## src/core/standby_pkg.sv

```systemverilog
// shared constants, register map and carrier types of the deep standby controller
// What this block does
// - five-bit wait code 05..0F picks 64 to 524288 peripheral clocks; others reserved
// - sleep with both select bits and no wake pending enters deep standby after one cycle of software standby
// - wake during entry leaves standby, interrupt handling after five-bit wait
// - deep standby halts and unpowers CPU, peripherals except USB, RAM block 4, oscillator
// - all power-cut bits clear keep RAM 3..0 and USB powered; all set cut them
// - port pins hold their software standby state through deep standby
// - deep standby ends when NMI, pin or USB wake flag becomes one
// - pin wake flags set on selected edge; interrupt pins also need enable
// - voltage monitor interrupt and USB interrupt set their own wake flags
// - deep wake restarts power and oscillator under internal reset for six-bit wait
// - exit by wake flag sets deep reset source flag in reset status
// - reset pin low restarts everything; held low until stable; rise starts reset handling
// - standby pin low in deep standby goes straight to hardware standby
// - bus pins follow CPU operation after deep standby exit, not retained
// - keep bit clear: other pins reinitialised by the deep internal reset
// - keep bit set: pins stay held until software clears keep bit
// - keep bit survives the internal reset that ends deep standby
// - bus clock output may glitch one cycle when retention ends
// - voltage monitor reset restarts all but this block's registers and flags, releases after recovery plus settling time
// - sleep with standby bit and deep bit clear stops CPU, peripherals, oscillator
package standby_pkg;

  // register indices on the plain register port
  localparam logic [2:0] ADDR_STANDBY_CTRL = 3'h0;
  localparam logic [2:0] ADDR_DEEP_CTRL = 3'h1;
  localparam logic [2:0] ADDR_WAKE_ENABLE = 3'h2;
  localparam logic [2:0] ADDR_WAKE_EDGE = 3'h3;
  localparam logic [2:0] ADDR_WAKE_FLAG = 3'h4;
  localparam logic [2:0] ADDR_DEEP_WAIT = 3'h5;
  localparam logic [2:0] ADDR_RESET_STATUS = 3'h6;
  localparam logic [2:0] ADDR_STATE = 3'h7;

  // field positions
  localparam int STANDBY_SEL_BIT = 7;
  localparam int CLOCK_STOP_BIT = 6;
  localparam int DEEP_SEL_BIT = 7;
  localparam int PORT_KEEP_BIT = 6;
  localparam int FLAG_NMI_BIT = 4;
  localparam int FLAG_VMON_BIT = 5;
  localparam int FLAG_USB_BIT = 6;
  localparam int DEEP_RESET_SRC_BIT = 7;

  // reset values
  localparam logic [4:0] STANDBY_WAIT_RESET = 5'h0F;
  localparam logic [5:0] DEEP_WAIT_RESET = 6'h3F;
  localparam logic [2:0] RAM_CUT_ALL = 3'h7;

  // standby wait table, codes 05..0F, entry 0 is code 05
  localparam logic [4:0] STANDBY_CODE_FIRST = 5'h05;
  localparam logic [4:0] STANDBY_CODE_LAST = 5'h0F;
  localparam int WAIT_W = 20;
  localparam logic [10:0][WAIT_W-1:0] STANDBY_WAIT_CYCLES = {
    20'h80000, 20'h40000, 20'h20000, 20'h10000, 20'h08000, 20'h04000,
    20'h01000, 20'h00800, 20'h00400, 20'h00200, 20'h00040};
  // six-bit deep wait code is shifted left by this many bits, 256 input clocks per step
  localparam int DEEP_WAIT_SHIFT = 8;

  typedef enum logic [2:0] {
    ST_RUN, ST_SW_STANDBY_PIN, ST_SW_WAKE, ST_DEEP, ST_DEEP_WAKE, ST_PIN_RESET, ST_VMON_RESET, ST_HW_STANDBY_PIN
  } state_e;

  typedef struct packed {
    logic cpu_stop;
    logic periph_stop;
    logic osc_stop;
    logic core_power_off;
    logic ram4_power_off;
    logic ram_usb_power_off;
    logic hw_standby;
  } power_ctrl_s;

  typedef struct packed {
    logic port_hold;
    logic bus_hold;
    logic clock_out_run;
    logic clock_out_high;
  } port_ctrl_s;

endpackage : standby_pkg

```

## src/core/wake_sync_edge.sv

```systemverilog
// two-stage synchroniser with per-bit selectable edge detection
`timescale 1ns/1ps
module wake_sync_edge #(
  parameter int W = 1,
  parameter logic [W-1:0] RESET_VAL = '0
) (
  input wire logic clock,
  input wire logic rst_b,
  input wire logic [W-1:0] pin_in,
  input wire logic [W-1:0] rise_sel,
  output logic [W-1:0] level,
  output logic [W-1:0] edge_seen
);

  logic [W-1:0] meta_q;
  logic [W-1:0] sync_q;
  logic [W-1:0] prev_q;

  // first stage feeds only the second stage
  always_ff @(posedge clock or negedge rst_b) begin
    if (!rst_b) begin
      meta_q <= RESET_VAL;
      sync_q <= RESET_VAL;
      prev_q <= RESET_VAL;
    end else begin
      meta_q <= pin_in;
      sync_q <= meta_q;
      prev_q <= sync_q;
    end
  end

  // edge polarity chosen bit by bit
  assign level = sync_q;
  assign edge_seen = (rise_sel & sync_q & ~prev_q) | (~rise_sel & ~sync_q & prev_q);

endmodule : wake_sync_edge

```

## src/core/deep_standby_controller.sv

```systemverilog
// power-down sequencer for software standby and deep software standby
//
// The address map and the plain strobed port are this design's own decisions.
`timescale 1ns/1ps
module deep_standby_controller #(
  parameter int unsigned wait_shift = 0
) (
  input wire logic clock,
  input wire logic rst_b,
  input wire logic [2:0] addr,
  input wire logic [7:0] wdata,
  input wire logic wr,
  input wire logic rd,
  output logic [7:0] rdata,
  input wire logic sleep_req,
  input wire logic nmi_pin,
  input wire logic [3:0] wake_interrupt_pins,
  input wire logic reset_pin_b,
  input wire logic standby_pin_b,
  input wire logic voltage_monitor_irq,
  input wire logic voltage_monitor_reset,
  input wire logic usb_suspend_resume_irq,
  output standby_pkg::power_ctrl_s power,
  output standby_pkg::port_ctrl_s ports,
  output logic internal_reset,
  output logic irq_handling_start,
  output logic reset_exception_start
);

  ////////////////////////////////////////////////////////////////////////////
  // declarations
  standby_pkg::state_e state_q, state_d;
  logic standby_sel_q, clock_stop_q, deep_sel_q, port_keep_q;
  logic [4:0] standby_wait_q, wake_edge_q;
  logic [2:0] ram_cut_q;
  logic [3:0] wake_enable_q;
  logic [5:0] deep_wait_q;
  logic [6:0] flags_q, flags_read_q;
  logic deep_rst_src_q, deep_rst_read_q, keep_hold_q;
  logic [standby_pkg::WAIT_W-1:0] wait_q;
  logic [7:0] rdata_q;
  logic irq_start_q, rst_exc_q;
  standby_pkg::power_ctrl_s power_q;
  standby_pkg::port_ctrl_s ports_q;
  logic [4:0] pin_level, pin_edge, ctl_level, ctl_edge;
  logic [6:0] flag_set, flag_clr;
  logic deep_cancel, sys_clear, wait_done;
  logic [standby_pkg::WAIT_W-1:0] standby_load, deep_load;
  logic [3:0] table_idx;
  logic do_write, state_hold, state_deep_like;

  ////////////////////////////////////////////////////////////////////////////
  // pin synchronisers and wake event detection

  // wake pins: bits 3..0 interrupt pins, bit 4 NMI, polarity from edge register
  wake_sync_edge #(
    .W(5),
    .RESET_VAL(5'h00)
  ) u_pin_sync (
    .clock(clock),
    .rst_b(rst_b),
    .pin_in({nmi_pin, wake_interrupt_pins}),
    .rise_sel(wake_edge_q),
    .level(pin_level),
    .edge_seen(pin_edge)
  );

  // control pins and internal requests: reset, standby, vmon reset, vmon irq, usb irq
  wake_sync_edge #(
    .W(5),
    .RESET_VAL(5'h03)
  ) u_ctl_sync (
    .clock(clock),
    .rst_b(rst_b),
    .pin_in({usb_suspend_resume_irq, voltage_monitor_irq, voltage_monitor_reset, standby_pin_b, reset_pin_b}),
    .rise_sel(5'h1F),
    .level(ctl_level),
    .edge_seen(ctl_edge)
  );

  // events that set wake flags; interrupt pins need their enable
  always_comb begin
    flag_set = 7'h00;
    flag_set[3:0] = pin_edge[3:0] & wake_enable_q;
    flag_set[standby_pkg::FLAG_NMI_BIT] = pin_edge[4];
    flag_set[standby_pkg::FLAG_VMON_BIT] = ctl_edge[3];
    flag_set[standby_pkg::FLAG_USB_BIT] = ctl_edge[4];
  end

  // cancel deep standby on pin, NMI or USB flag; voltage monitor flag does not
  assign deep_cancel = |flags_q[3:0] | flags_q[standby_pkg::FLAG_NMI_BIT]
                       | flags_q[standby_pkg::FLAG_USB_BIT];

  ////////////////////////////////////////////////////////////////////////////
  // wait time loads

  // reserved codes fall back to the longest wait, the safe side for settling
  always_comb begin
    if (standby_wait_q < standby_pkg::STANDBY_CODE_FIRST || standby_wait_q > standby_pkg::STANDBY_CODE_LAST) begin
      table_idx = 4'hA;
    end else begin
      table_idx = 4'(standby_wait_q - standby_pkg::STANDBY_CODE_FIRST);
    end
  end

  assign standby_load = standby_pkg::STANDBY_WAIT_CYCLES[table_idx] >> wait_shift;
  // code zero is reserved; it is treated as one step so the wait never vanishes
  assign deep_load = (deep_wait_q == 6'h00) ? (20'h00001 << standby_pkg::DEEP_WAIT_SHIFT)
                   : ({14'h0000, deep_wait_q} << standby_pkg::DEEP_WAIT_SHIFT);
  assign wait_done = (wait_q <= 20'h00001);

  ////////////////////////////////////////////////////////////////////////////
  // sequencer

  assign sys_clear = (state_q == standby_pkg::ST_PIN_RESET) || (state_q == standby_pkg::ST_HW_STANDBY_PIN);

  // standby pin wins over the reset pin, which wins over voltage monitor reset
  always_comb begin
    state_d = state_q;
    if (!ctl_level[1]) begin
      state_d = standby_pkg::ST_HW_STANDBY_PIN;
    end else if (state_q == standby_pkg::ST_HW_STANDBY_PIN) begin
      if (!ctl_level[0]) begin
        state_d = standby_pkg::ST_PIN_RESET;
      end
    end else if (!ctl_level[0]) begin
      state_d = standby_pkg::ST_PIN_RESET;
    end else if (ctl_level[2]) begin
      state_d = standby_pkg::ST_VMON_RESET;
    end else begin
      case (state_q)
        standby_pkg::ST_RUN: begin
          if (sleep_req && standby_sel_q) begin
            state_d = standby_pkg::ST_SW_STANDBY_PIN;
          end
        end
        standby_pkg::ST_SW_STANDBY_PIN: begin
          if (|flag_set) begin
            state_d = standby_pkg::ST_SW_WAKE;
          end else if (deep_sel_q) begin
            state_d = standby_pkg::ST_DEEP;
          end
        end
        standby_pkg::ST_SW_WAKE: begin
          if (wait_done) begin
            state_d = standby_pkg::ST_RUN;
          end
        end
        standby_pkg::ST_DEEP: begin
          if (deep_cancel) begin
            state_d = standby_pkg::ST_DEEP_WAKE;
          end
        end
        standby_pkg::ST_DEEP_WAKE, standby_pkg::ST_VMON_RESET: begin
          if (wait_done) begin
            state_d = standby_pkg::ST_RUN;
          end
        end
        standby_pkg::ST_PIN_RESET: begin
          state_d = standby_pkg::ST_RUN;
        end
        default: begin
          state_d = standby_pkg::ST_RUN;
        end
      endcase
    end
  end

  // state register
  always_ff @(posedge clock or negedge rst_b) begin
    if (!rst_b) begin
      state_q <= standby_pkg::ST_RUN;
    end else begin
      state_q <= state_d;
    end
  end

  // wait counter: loaded on entry, counts down, restarts while vmon reset stays high
  always_ff @(posedge clock or negedge rst_b) begin
    if (!rst_b) begin
      wait_q <= '0;
    end else if (state_d == standby_pkg::ST_SW_WAKE && state_q != standby_pkg::ST_SW_WAKE) begin
      wait_q <= standby_load;
    end else if (state_d == standby_pkg::ST_DEEP_WAKE && state_q != standby_pkg::ST_DEEP_WAKE) begin
      wait_q <= deep_load;
    end else if (state_d == standby_pkg::ST_VMON_RESET && ctl_level[2]) begin
      wait_q <= deep_load;
    end else if (!wait_done) begin
      wait_q <= wait_q - 20'h00001;
    end
  end

  // one-cycle starts; reset handling begins only in the first cycle after the internal reset drops
  always_ff @(posedge clock or negedge rst_b) begin
    if (!rst_b) begin
      irq_start_q <= 1'b0;
      rst_exc_q <= 1'b0;
    end else begin
      irq_start_q <= (state_q == standby_pkg::ST_SW_WAKE) && (state_d == standby_pkg::ST_RUN);
      rst_exc_q <= internal_reset && (state_q == standby_pkg::ST_RUN);
    end
  end

  // retention after exit lasts until software clears the keep bit
  always_ff @(posedge clock or negedge rst_b) begin
    if (!rst_b) begin
      keep_hold_q <= 1'b0;
    end else if (sys_clear || !port_keep_q) begin
      keep_hold_q <= 1'b0;
    end else if (state_q == standby_pkg::ST_DEEP) begin
      keep_hold_q <= 1'b1;
    end
  end

  ////////////////////////////////////////////////////////////////////////////
  // power, reset and pin control outputs

  assign state_deep_like = (state_q == standby_pkg::ST_DEEP) || (state_q == standby_pkg::ST_HW_STANDBY_PIN);
  assign state_hold = (state_q == standby_pkg::ST_SW_STANDBY_PIN) || (state_q == standby_pkg::ST_SW_WAKE)
                      || (state_q == standby_pkg::ST_DEEP) || (state_q == standby_pkg::ST_DEEP_WAKE);

  // outputs registered to keep them glitch free toward the power switches
  always_ff @(posedge clock or negedge rst_b) begin
    if (!rst_b) begin
      power_q <= '0;
      ports_q <= '0;
      internal_reset <= 1'b1;
    end else begin
      power_q.cpu_stop <= state_q != standby_pkg::ST_RUN;
      power_q.periph_stop <= (state_q == standby_pkg::ST_SW_STANDBY_PIN) || state_deep_like;
      power_q.osc_stop <= (state_q == standby_pkg::ST_SW_STANDBY_PIN) || state_deep_like;
      power_q.core_power_off <= state_deep_like;
      power_q.ram4_power_off <= state_deep_like;
      power_q.ram_usb_power_off <= (state_q == standby_pkg::ST_DEEP && ram_cut_q == standby_pkg::RAM_CUT_ALL)
                                   || (state_q == standby_pkg::ST_HW_STANDBY_PIN);
      power_q.hw_standby <= state_q == standby_pkg::ST_HW_STANDBY_PIN;
      // deep wake restarts power and oscillator together under the chip reset
      internal_reset <= (state_q == standby_pkg::ST_DEEP_WAKE) || (state_q == standby_pkg::ST_PIN_RESET)
                        || (state_q == standby_pkg::ST_VMON_RESET) || (state_q == standby_pkg::ST_HW_STANDBY_PIN);
      ports_q.port_hold <= state_hold || keep_hold_q;
      ports_q.bus_hold <= state_hold;
      // clock output may be undefined one cycle as the hold drops; stop bit masks that
      ports_q.clock_out_run <= !(state_hold || keep_hold_q) && !clock_stop_q;
      ports_q.clock_out_high <= clock_stop_q;
    end
  end

  assign power = power_q;
  assign ports = ports_q;
  assign irq_handling_start = irq_start_q;
  assign reset_exception_start = rst_exc_q;

  ////////////////////////////////////////////////////////////////////////////
  // register port

  assign do_write = wr && !sys_clear;

  // configuration registers; the deep internal reset leaves them alone, pin reset clears
  always_ff @(posedge clock or negedge rst_b) begin
    if (!rst_b) begin
      standby_sel_q <= 1'b0;
      clock_stop_q <= 1'b0;
      standby_wait_q <= standby_pkg::STANDBY_WAIT_RESET;
      deep_sel_q <= 1'b0;
      port_keep_q <= 1'b0;
      ram_cut_q <= 3'h0;
      wake_enable_q <= 4'h0;
      wake_edge_q <= 5'h00;
      deep_wait_q <= standby_pkg::DEEP_WAIT_RESET;
    end else if (sys_clear) begin
      standby_sel_q <= 1'b0;
      clock_stop_q <= 1'b0;
      standby_wait_q <= standby_pkg::STANDBY_WAIT_RESET;
      deep_sel_q <= 1'b0;
      port_keep_q <= 1'b0;
      ram_cut_q <= 3'h0;
      wake_enable_q <= 4'h0;
      wake_edge_q <= 5'h00;
      deep_wait_q <= standby_pkg::DEEP_WAIT_RESET;
    end else if (do_write) begin
      case (addr)
        standby_pkg::ADDR_STANDBY_CTRL: begin
          standby_sel_q <= wdata[standby_pkg::STANDBY_SEL_BIT];
          clock_stop_q <= wdata[standby_pkg::CLOCK_STOP_BIT];
          standby_wait_q <= wdata[4:0];
        end
        standby_pkg::ADDR_DEEP_CTRL: begin
          deep_sel_q <= wdata[standby_pkg::DEEP_SEL_BIT];
          port_keep_q <= wdata[standby_pkg::PORT_KEEP_BIT];
          ram_cut_q <= wdata[2:0];
        end
        standby_pkg::ADDR_WAKE_ENABLE: begin
          wake_enable_q <= wdata[3:0];
        end
        standby_pkg::ADDR_WAKE_EDGE: begin
          wake_edge_q <= wdata[4:0];
        end
        standby_pkg::ADDR_DEEP_WAIT: begin
          deep_wait_q <= wdata[5:0];
        end
        default: begin
        end
      endcase
    end
  end

  // clears apply only to bits read as one, and a new event beats a clear
  assign flag_clr = (do_write && addr == standby_pkg::ADDR_WAKE_FLAG) ? (flags_read_q & ~wdata[6:0]) : 7'h00;

  // sticky wake flags
  always_ff @(posedge clock or negedge rst_b) begin
    if (!rst_b) begin
      flags_q <= 7'h00;
      flags_read_q <= 7'h00;
    end else if (sys_clear) begin
      flags_q <= 7'h00;
      flags_read_q <= 7'h00;
    end else begin
      flags_q <= (flags_q & ~flag_clr) | flag_set;
      if (rd && addr == standby_pkg::ADDR_WAKE_FLAG) begin
        flags_read_q <= flags_read_q | flags_q;
      end else begin
        flags_read_q <= flags_read_q & ~flag_clr;
      end
    end
  end

  // deep reset source flag, set on a wake-flag exit, same read-then-clear scheme
  always_ff @(posedge clock or negedge rst_b) begin
    if (!rst_b) begin
      deep_rst_src_q <= 1'b0;
      deep_rst_read_q <= 1'b0;
    end else if (sys_clear) begin
      deep_rst_src_q <= 1'b0;
      deep_rst_read_q <= 1'b0;
    end else if (state_q == standby_pkg::ST_DEEP && state_d == standby_pkg::ST_DEEP_WAKE) begin
      deep_rst_src_q <= 1'b1;
    end else if (do_write && addr == standby_pkg::ADDR_RESET_STATUS && deep_rst_read_q
                 && !wdata[standby_pkg::DEEP_RESET_SRC_BIT]) begin
      deep_rst_src_q <= 1'b0;
      deep_rst_read_q <= 1'b0;
    end else if (rd && addr == standby_pkg::ADDR_RESET_STATUS && deep_rst_src_q) begin
      deep_rst_read_q <= 1'b1;
    end
  end

  // read data stands in the cycle after the strobe only
  always_ff @(posedge clock or negedge rst_b) begin
    if (!rst_b) begin
      rdata_q <= 8'h00;
    end else if (rd) begin
      case (addr)
        standby_pkg::ADDR_STANDBY_CTRL: rdata_q <= {standby_sel_q, clock_stop_q, 1'b0, standby_wait_q};
        standby_pkg::ADDR_DEEP_CTRL: rdata_q <= {deep_sel_q, port_keep_q, 3'h0, ram_cut_q};
        standby_pkg::ADDR_WAKE_ENABLE: rdata_q <= {4'h0, wake_enable_q};
        standby_pkg::ADDR_WAKE_EDGE: rdata_q <= {3'h0, wake_edge_q};
        standby_pkg::ADDR_WAKE_FLAG: rdata_q <= {1'b0, flags_q};
        standby_pkg::ADDR_DEEP_WAIT: rdata_q <= {2'h0, deep_wait_q};
        standby_pkg::ADDR_RESET_STATUS: rdata_q <= {deep_rst_src_q, 7'h00};
        standby_pkg::ADDR_STATE: rdata_q <= {keep_hold_q, pin_level[4], 3'h0, state_q};
        default: rdata_q <= 8'h00;
      endcase
    end else begin
      rdata_q <= 8'h00;
    end
  end

  assign rdata = rdata_q;

endmodule : deep_standby_controller

```

## config.mk

```make
export PLATFORM = sky130hd
export DESIGN_NAME = deep_standby_controller
export DESIGN_NICKNAME = d
export VERILOG_FILES = /design/src/core/standby_pkg.sv /design/src/core/wake_sync_edge.sv /design/src/core/deep_standby_controller.sv
export SDC_FILE = /design/constraint.sdc
export NUM_CORES = 1
export LEC_CHECK = 0
export ABC_AREA = 1
export BUFFER_PORTS_ARGS = -buffer_cell sky130_fd_sc_hd__buf_2
export CAP_MARGIN = 20
export CORE_UTILIZATION = 64
export DETAILED_ROUTE_END_ITERATION = 12
export GPL_ROUTABILITY_DRIVEN = 0
export PLACE_DENSITY = 0.85
export RECOVER_POWER = 100
export SLEW_MARGIN = 20
export SYNTH_ARGS = -nofsm -noshare
export SYNTH_HDL_FRONTEND = slang
export SYNTH_SLANG_ARGS = --single-unit
```

## constraint.sdc

```tcl
create_clock -name clock -period 4.7 [get_ports clock]
set_input_delay 0.47 -clock clock [delete_from_list [all_inputs] [get_ports clock]]
set_output_delay 0.47 -clock clock [all_outputs]
set_load 0.1 [all_outputs]
```

==> results.ini <==
[worst_setup_path]
timing.critical_path.max_delay_family = simple AND/OR/NAND/NOR gates
worst-r2r-setup-slack_ns = 0.95
path_max_fanout = 16
criticalPathCategory = flop to flop
timing.critical_path.buf_inv = 2
worst-endpoint-required_ns = 5.11
timing.critical_path.to_type = flop
slowest_stage_cell_cp = nor2_1
crit_path_frequent_cell = nand2_1
worstPathCellList = nand2_1, nor2_1, clkinv_1, nand2_1, inv_1, nand3_1, a21oi_1, nand4_1, nand2_1, nor2_1, nand2_1, o21ai_1
critical_path.startpoint_type = flop
critPathArrivalTime_ns = 4.17
slowest_delay_ns = 0.56

[power]
sequentialPowerShare_pct = 39.0
pleak_nw = 2.87
power.clock.fraction_pct = 42.0
power_switching_share_pct = 31.9
power_per_unit_of_standard_cell_area_nw_per_um2 = 501
vdd_drop_max_uv = 298
combinationalPowerShare_pct = 18.9
switching_power_mw = 0.993
cellInternalPower_mw = 2.12

[final_layout]
post_layout_cell_count = 768
layout-area-overhead-vs-synth_pct = 14.5
finish.net_count = 680
drive_gt1_share_pct = 15.1
finalCoreUtilization_pct = 75.5
n_antenna_cell = 0

[route]
avgRoutedWirePerCell_um = 17.7
dr.first_iter.drc_count = 430
dr_total_vias = 4600
drc = 0
viasPerCell = 5.99
detail-route-antenna-nets = 0
drtPass1Iterations = 5
drt_total_wl_um = 13600

[yosys]
async_reset_ff_share_pct = 100
synth_edf_count = 0
synth_cell_types = 44
syn-num-nets = 626
ys.flop_type = dfrtp_1
ys_warn_count = 0
syn_inst = 596
netlist_area_um2 = 5420
synth_seq_area_share_pct = 53.0
synth.ff_latch_count = 114
syn_area_per_cell_um2 = 9.09

[timing]
skew_ns = 0.0105
layout_setup_ws_ns = 0.949
fin_worst_hold_slack_ns = 0.0425
final_setup_vio_count = 0
worst-slew-pin-transition_ns = 1.85
finalHoldViolCount = 0
period_minus_slack_ns = 3.75
grt_setup_unrepaired = no
setup_tns_after_final_layout_ns = 0
slew-limit-headroom_pct = -23.6
layout_worst_path_cycle_share_pct = 79.8
timing.fmax_mhz = 267
final_max_slew_viol_count = 36

[outcome]
run_status = finished with violations
failed_checks = max-capacitance violations, max-slew violations

[hold_path]
worst_hold_path_type = input pin to flop

[grt]
first_pass_grt_wire_length_um = 22800
grt_max_degree = 81
initial_antenna_violation_count = 0
global_route_congestion_overflow_total = 0
grt.total_usage_pct = 34.5
first_global_vias = 4789

[cts]
tritoncts = done
cts_root_buf = clkbuf_8
post_cts_buffers = 0
cts-resized-gates = 0
worst_skew_pair.late_latency_ns = 0.52
total_clock_buffers_created_by_cts = 17
clk_transition_reported_paths_ns = 0.06
number_of_clock_sinks_seen_by_cts = 114
cts-htree-levels = 4
clk_buf_depth = 2
holdBufCountCts = 0

[floorplanning]
die_area_um2 = 8840
design.core.area_um2 = 8220
io_pins = 48
die_height_um = 94.0
start_util_pct = 66.0
die_w_um = 94.0
core.rowCount = 33

[flow_run]
max-cap-violations = 1

[placed_design]
numPortBuffers = 47
post-place-cells = 736
hpwlAfterDp_um = 9290
pre_cts_ws_ns = 1.68

==> layout make-up <==
| cell class | count | area (um2) |
|---|---|---|
| clock inverter | 13 | 176 |
| tap | 105 | 131 |
| sequential | 114 | 2870 |
| inverter | 82 | 313 |
| multi-input combinational | 387 | 2070 |
| clock buffer | 19 | 432 |
| timing repair buffer | 48 | 211 |
| fill | 568 | 2010 |
==> logic make-up after synthesis <==
logic type	after synthesis	share of synthesized area (%)
flip-flops	114	53.0
AO/OA/AOI/OAI	107	12.4
buffers and inverters	95	7.13
adder cells (fa/ha/maj)	4	0.924
XOR/XNOR	19	3.07
multiplexers	5	1.04
AND/OR/NAND/NOR	252	22.4
==> cell usage in the layout (no fill, tap or decap), drive strengths merged, types with 7 or more instances in the layout <==
| master | netlist | final |
|---|---|---|
| nand3 | 32 | 32 |
| dfstp | 15 | 15 |
| nor3 | 24 | 24 |
| xor2 | 10 | 10 |
| nand2 | 125 | 125 |
| a221oi | 7 | 7 |
| nor2 | 62 | 62 |
| dfrtp | 99 | 99 |
| buf | 6 | 23 |
| clkbuf | 7 | 44 |
| inv | 82 | 84 |
| a21oi | 33 | 33 |
| o21ai | 44 | 44 |
| clkinv | 0 | 7 |
| xnor2 | 9 | 9 |
==> synth_stat cells (6+ instances only) <==
cell	n	area share, %
dfrtp_1	99	46
xnor2_1	9	1.5
inv_1	78	5.4
nor2_1	51	3.5
nand3_1	28	2.6
a211oi_1	6	0.83
nor2_2	7	0.81
clkbuf_1	7	0.48
dfstp_2	15	7.3
a221oi_1	7	1.1
a21oi_1	21	1.9
nand2_2	6	0.69
xor2_1	10	1.6
a31oi_1	6	0.69
nor3_1	16	1.5
o21ai_0	41	3.8
a21oi_2	12	1.9
nand2_1	118	8.2
==> final timing paths <==
check,to,depth (start not counted),start
worst max-delay path,wait_q[0]$_DFFE_PN0P_,12,state_q[2]$_DFF_PN0_
worst min-delay path,u_ctl_sync.meta_q[1]$_DFF_PN1_,1,standby_pin_b
worst max register to register,wait_q[0]$_DFFE_PN0P_,12,state_q[2]$_DFF_PN0_
worst min register to register,u_ctl_sync.level[3]$_DFF_PN0_,0,u_ctl_sync.meta_q[3]$_DFF_PN0_
max in group asynchronous,wait_q[11]$_DFFE_PN0P_,2,rst_b
min in group asynchronous,reset_exception_start$_DFF_PN0_,1,rst_b
==> through the flow <==
step | area [um2] | power, mW
final | 6200 | 3.11
after global routing | 6200 | 3.23
after CTS | 6330 | 3.12
after detailed placement | 5720 | 1.81
after global placement | 5720 | 1.77
after floorplan | 5420 | 1.65
==> power by group through the flow <==
stage	clock network, mW	registers [mW]	logic, mW
after global routing	1.36	1.23	0.646
after detailed placement	0	1.22	0.582
after floorplan	0	1.27	0.385
after CTS	1.31	1.21	0.600
after global placement	0	1.22	0.559
final	1.31	1.21	0.589
==> state kept, by name, summed over array words and instances, names as in the netlist, 6 cells and up <==
name,flops
deep_wait_q,6
flags_read_q,7
flags_q,7
rdata,8
wait_q,20
==> layer usage <==
metal	global-route usage [%]	vias up	share of wire (%)
met3	7.20	72	8.6
met4	18.6	0	4.3
met2	56.3	266	49
met5	0.641	-	0
li1	-	2059	-
met1	43.0	2203	39
No activity file was read; power rests on OpenSTA's default activity.
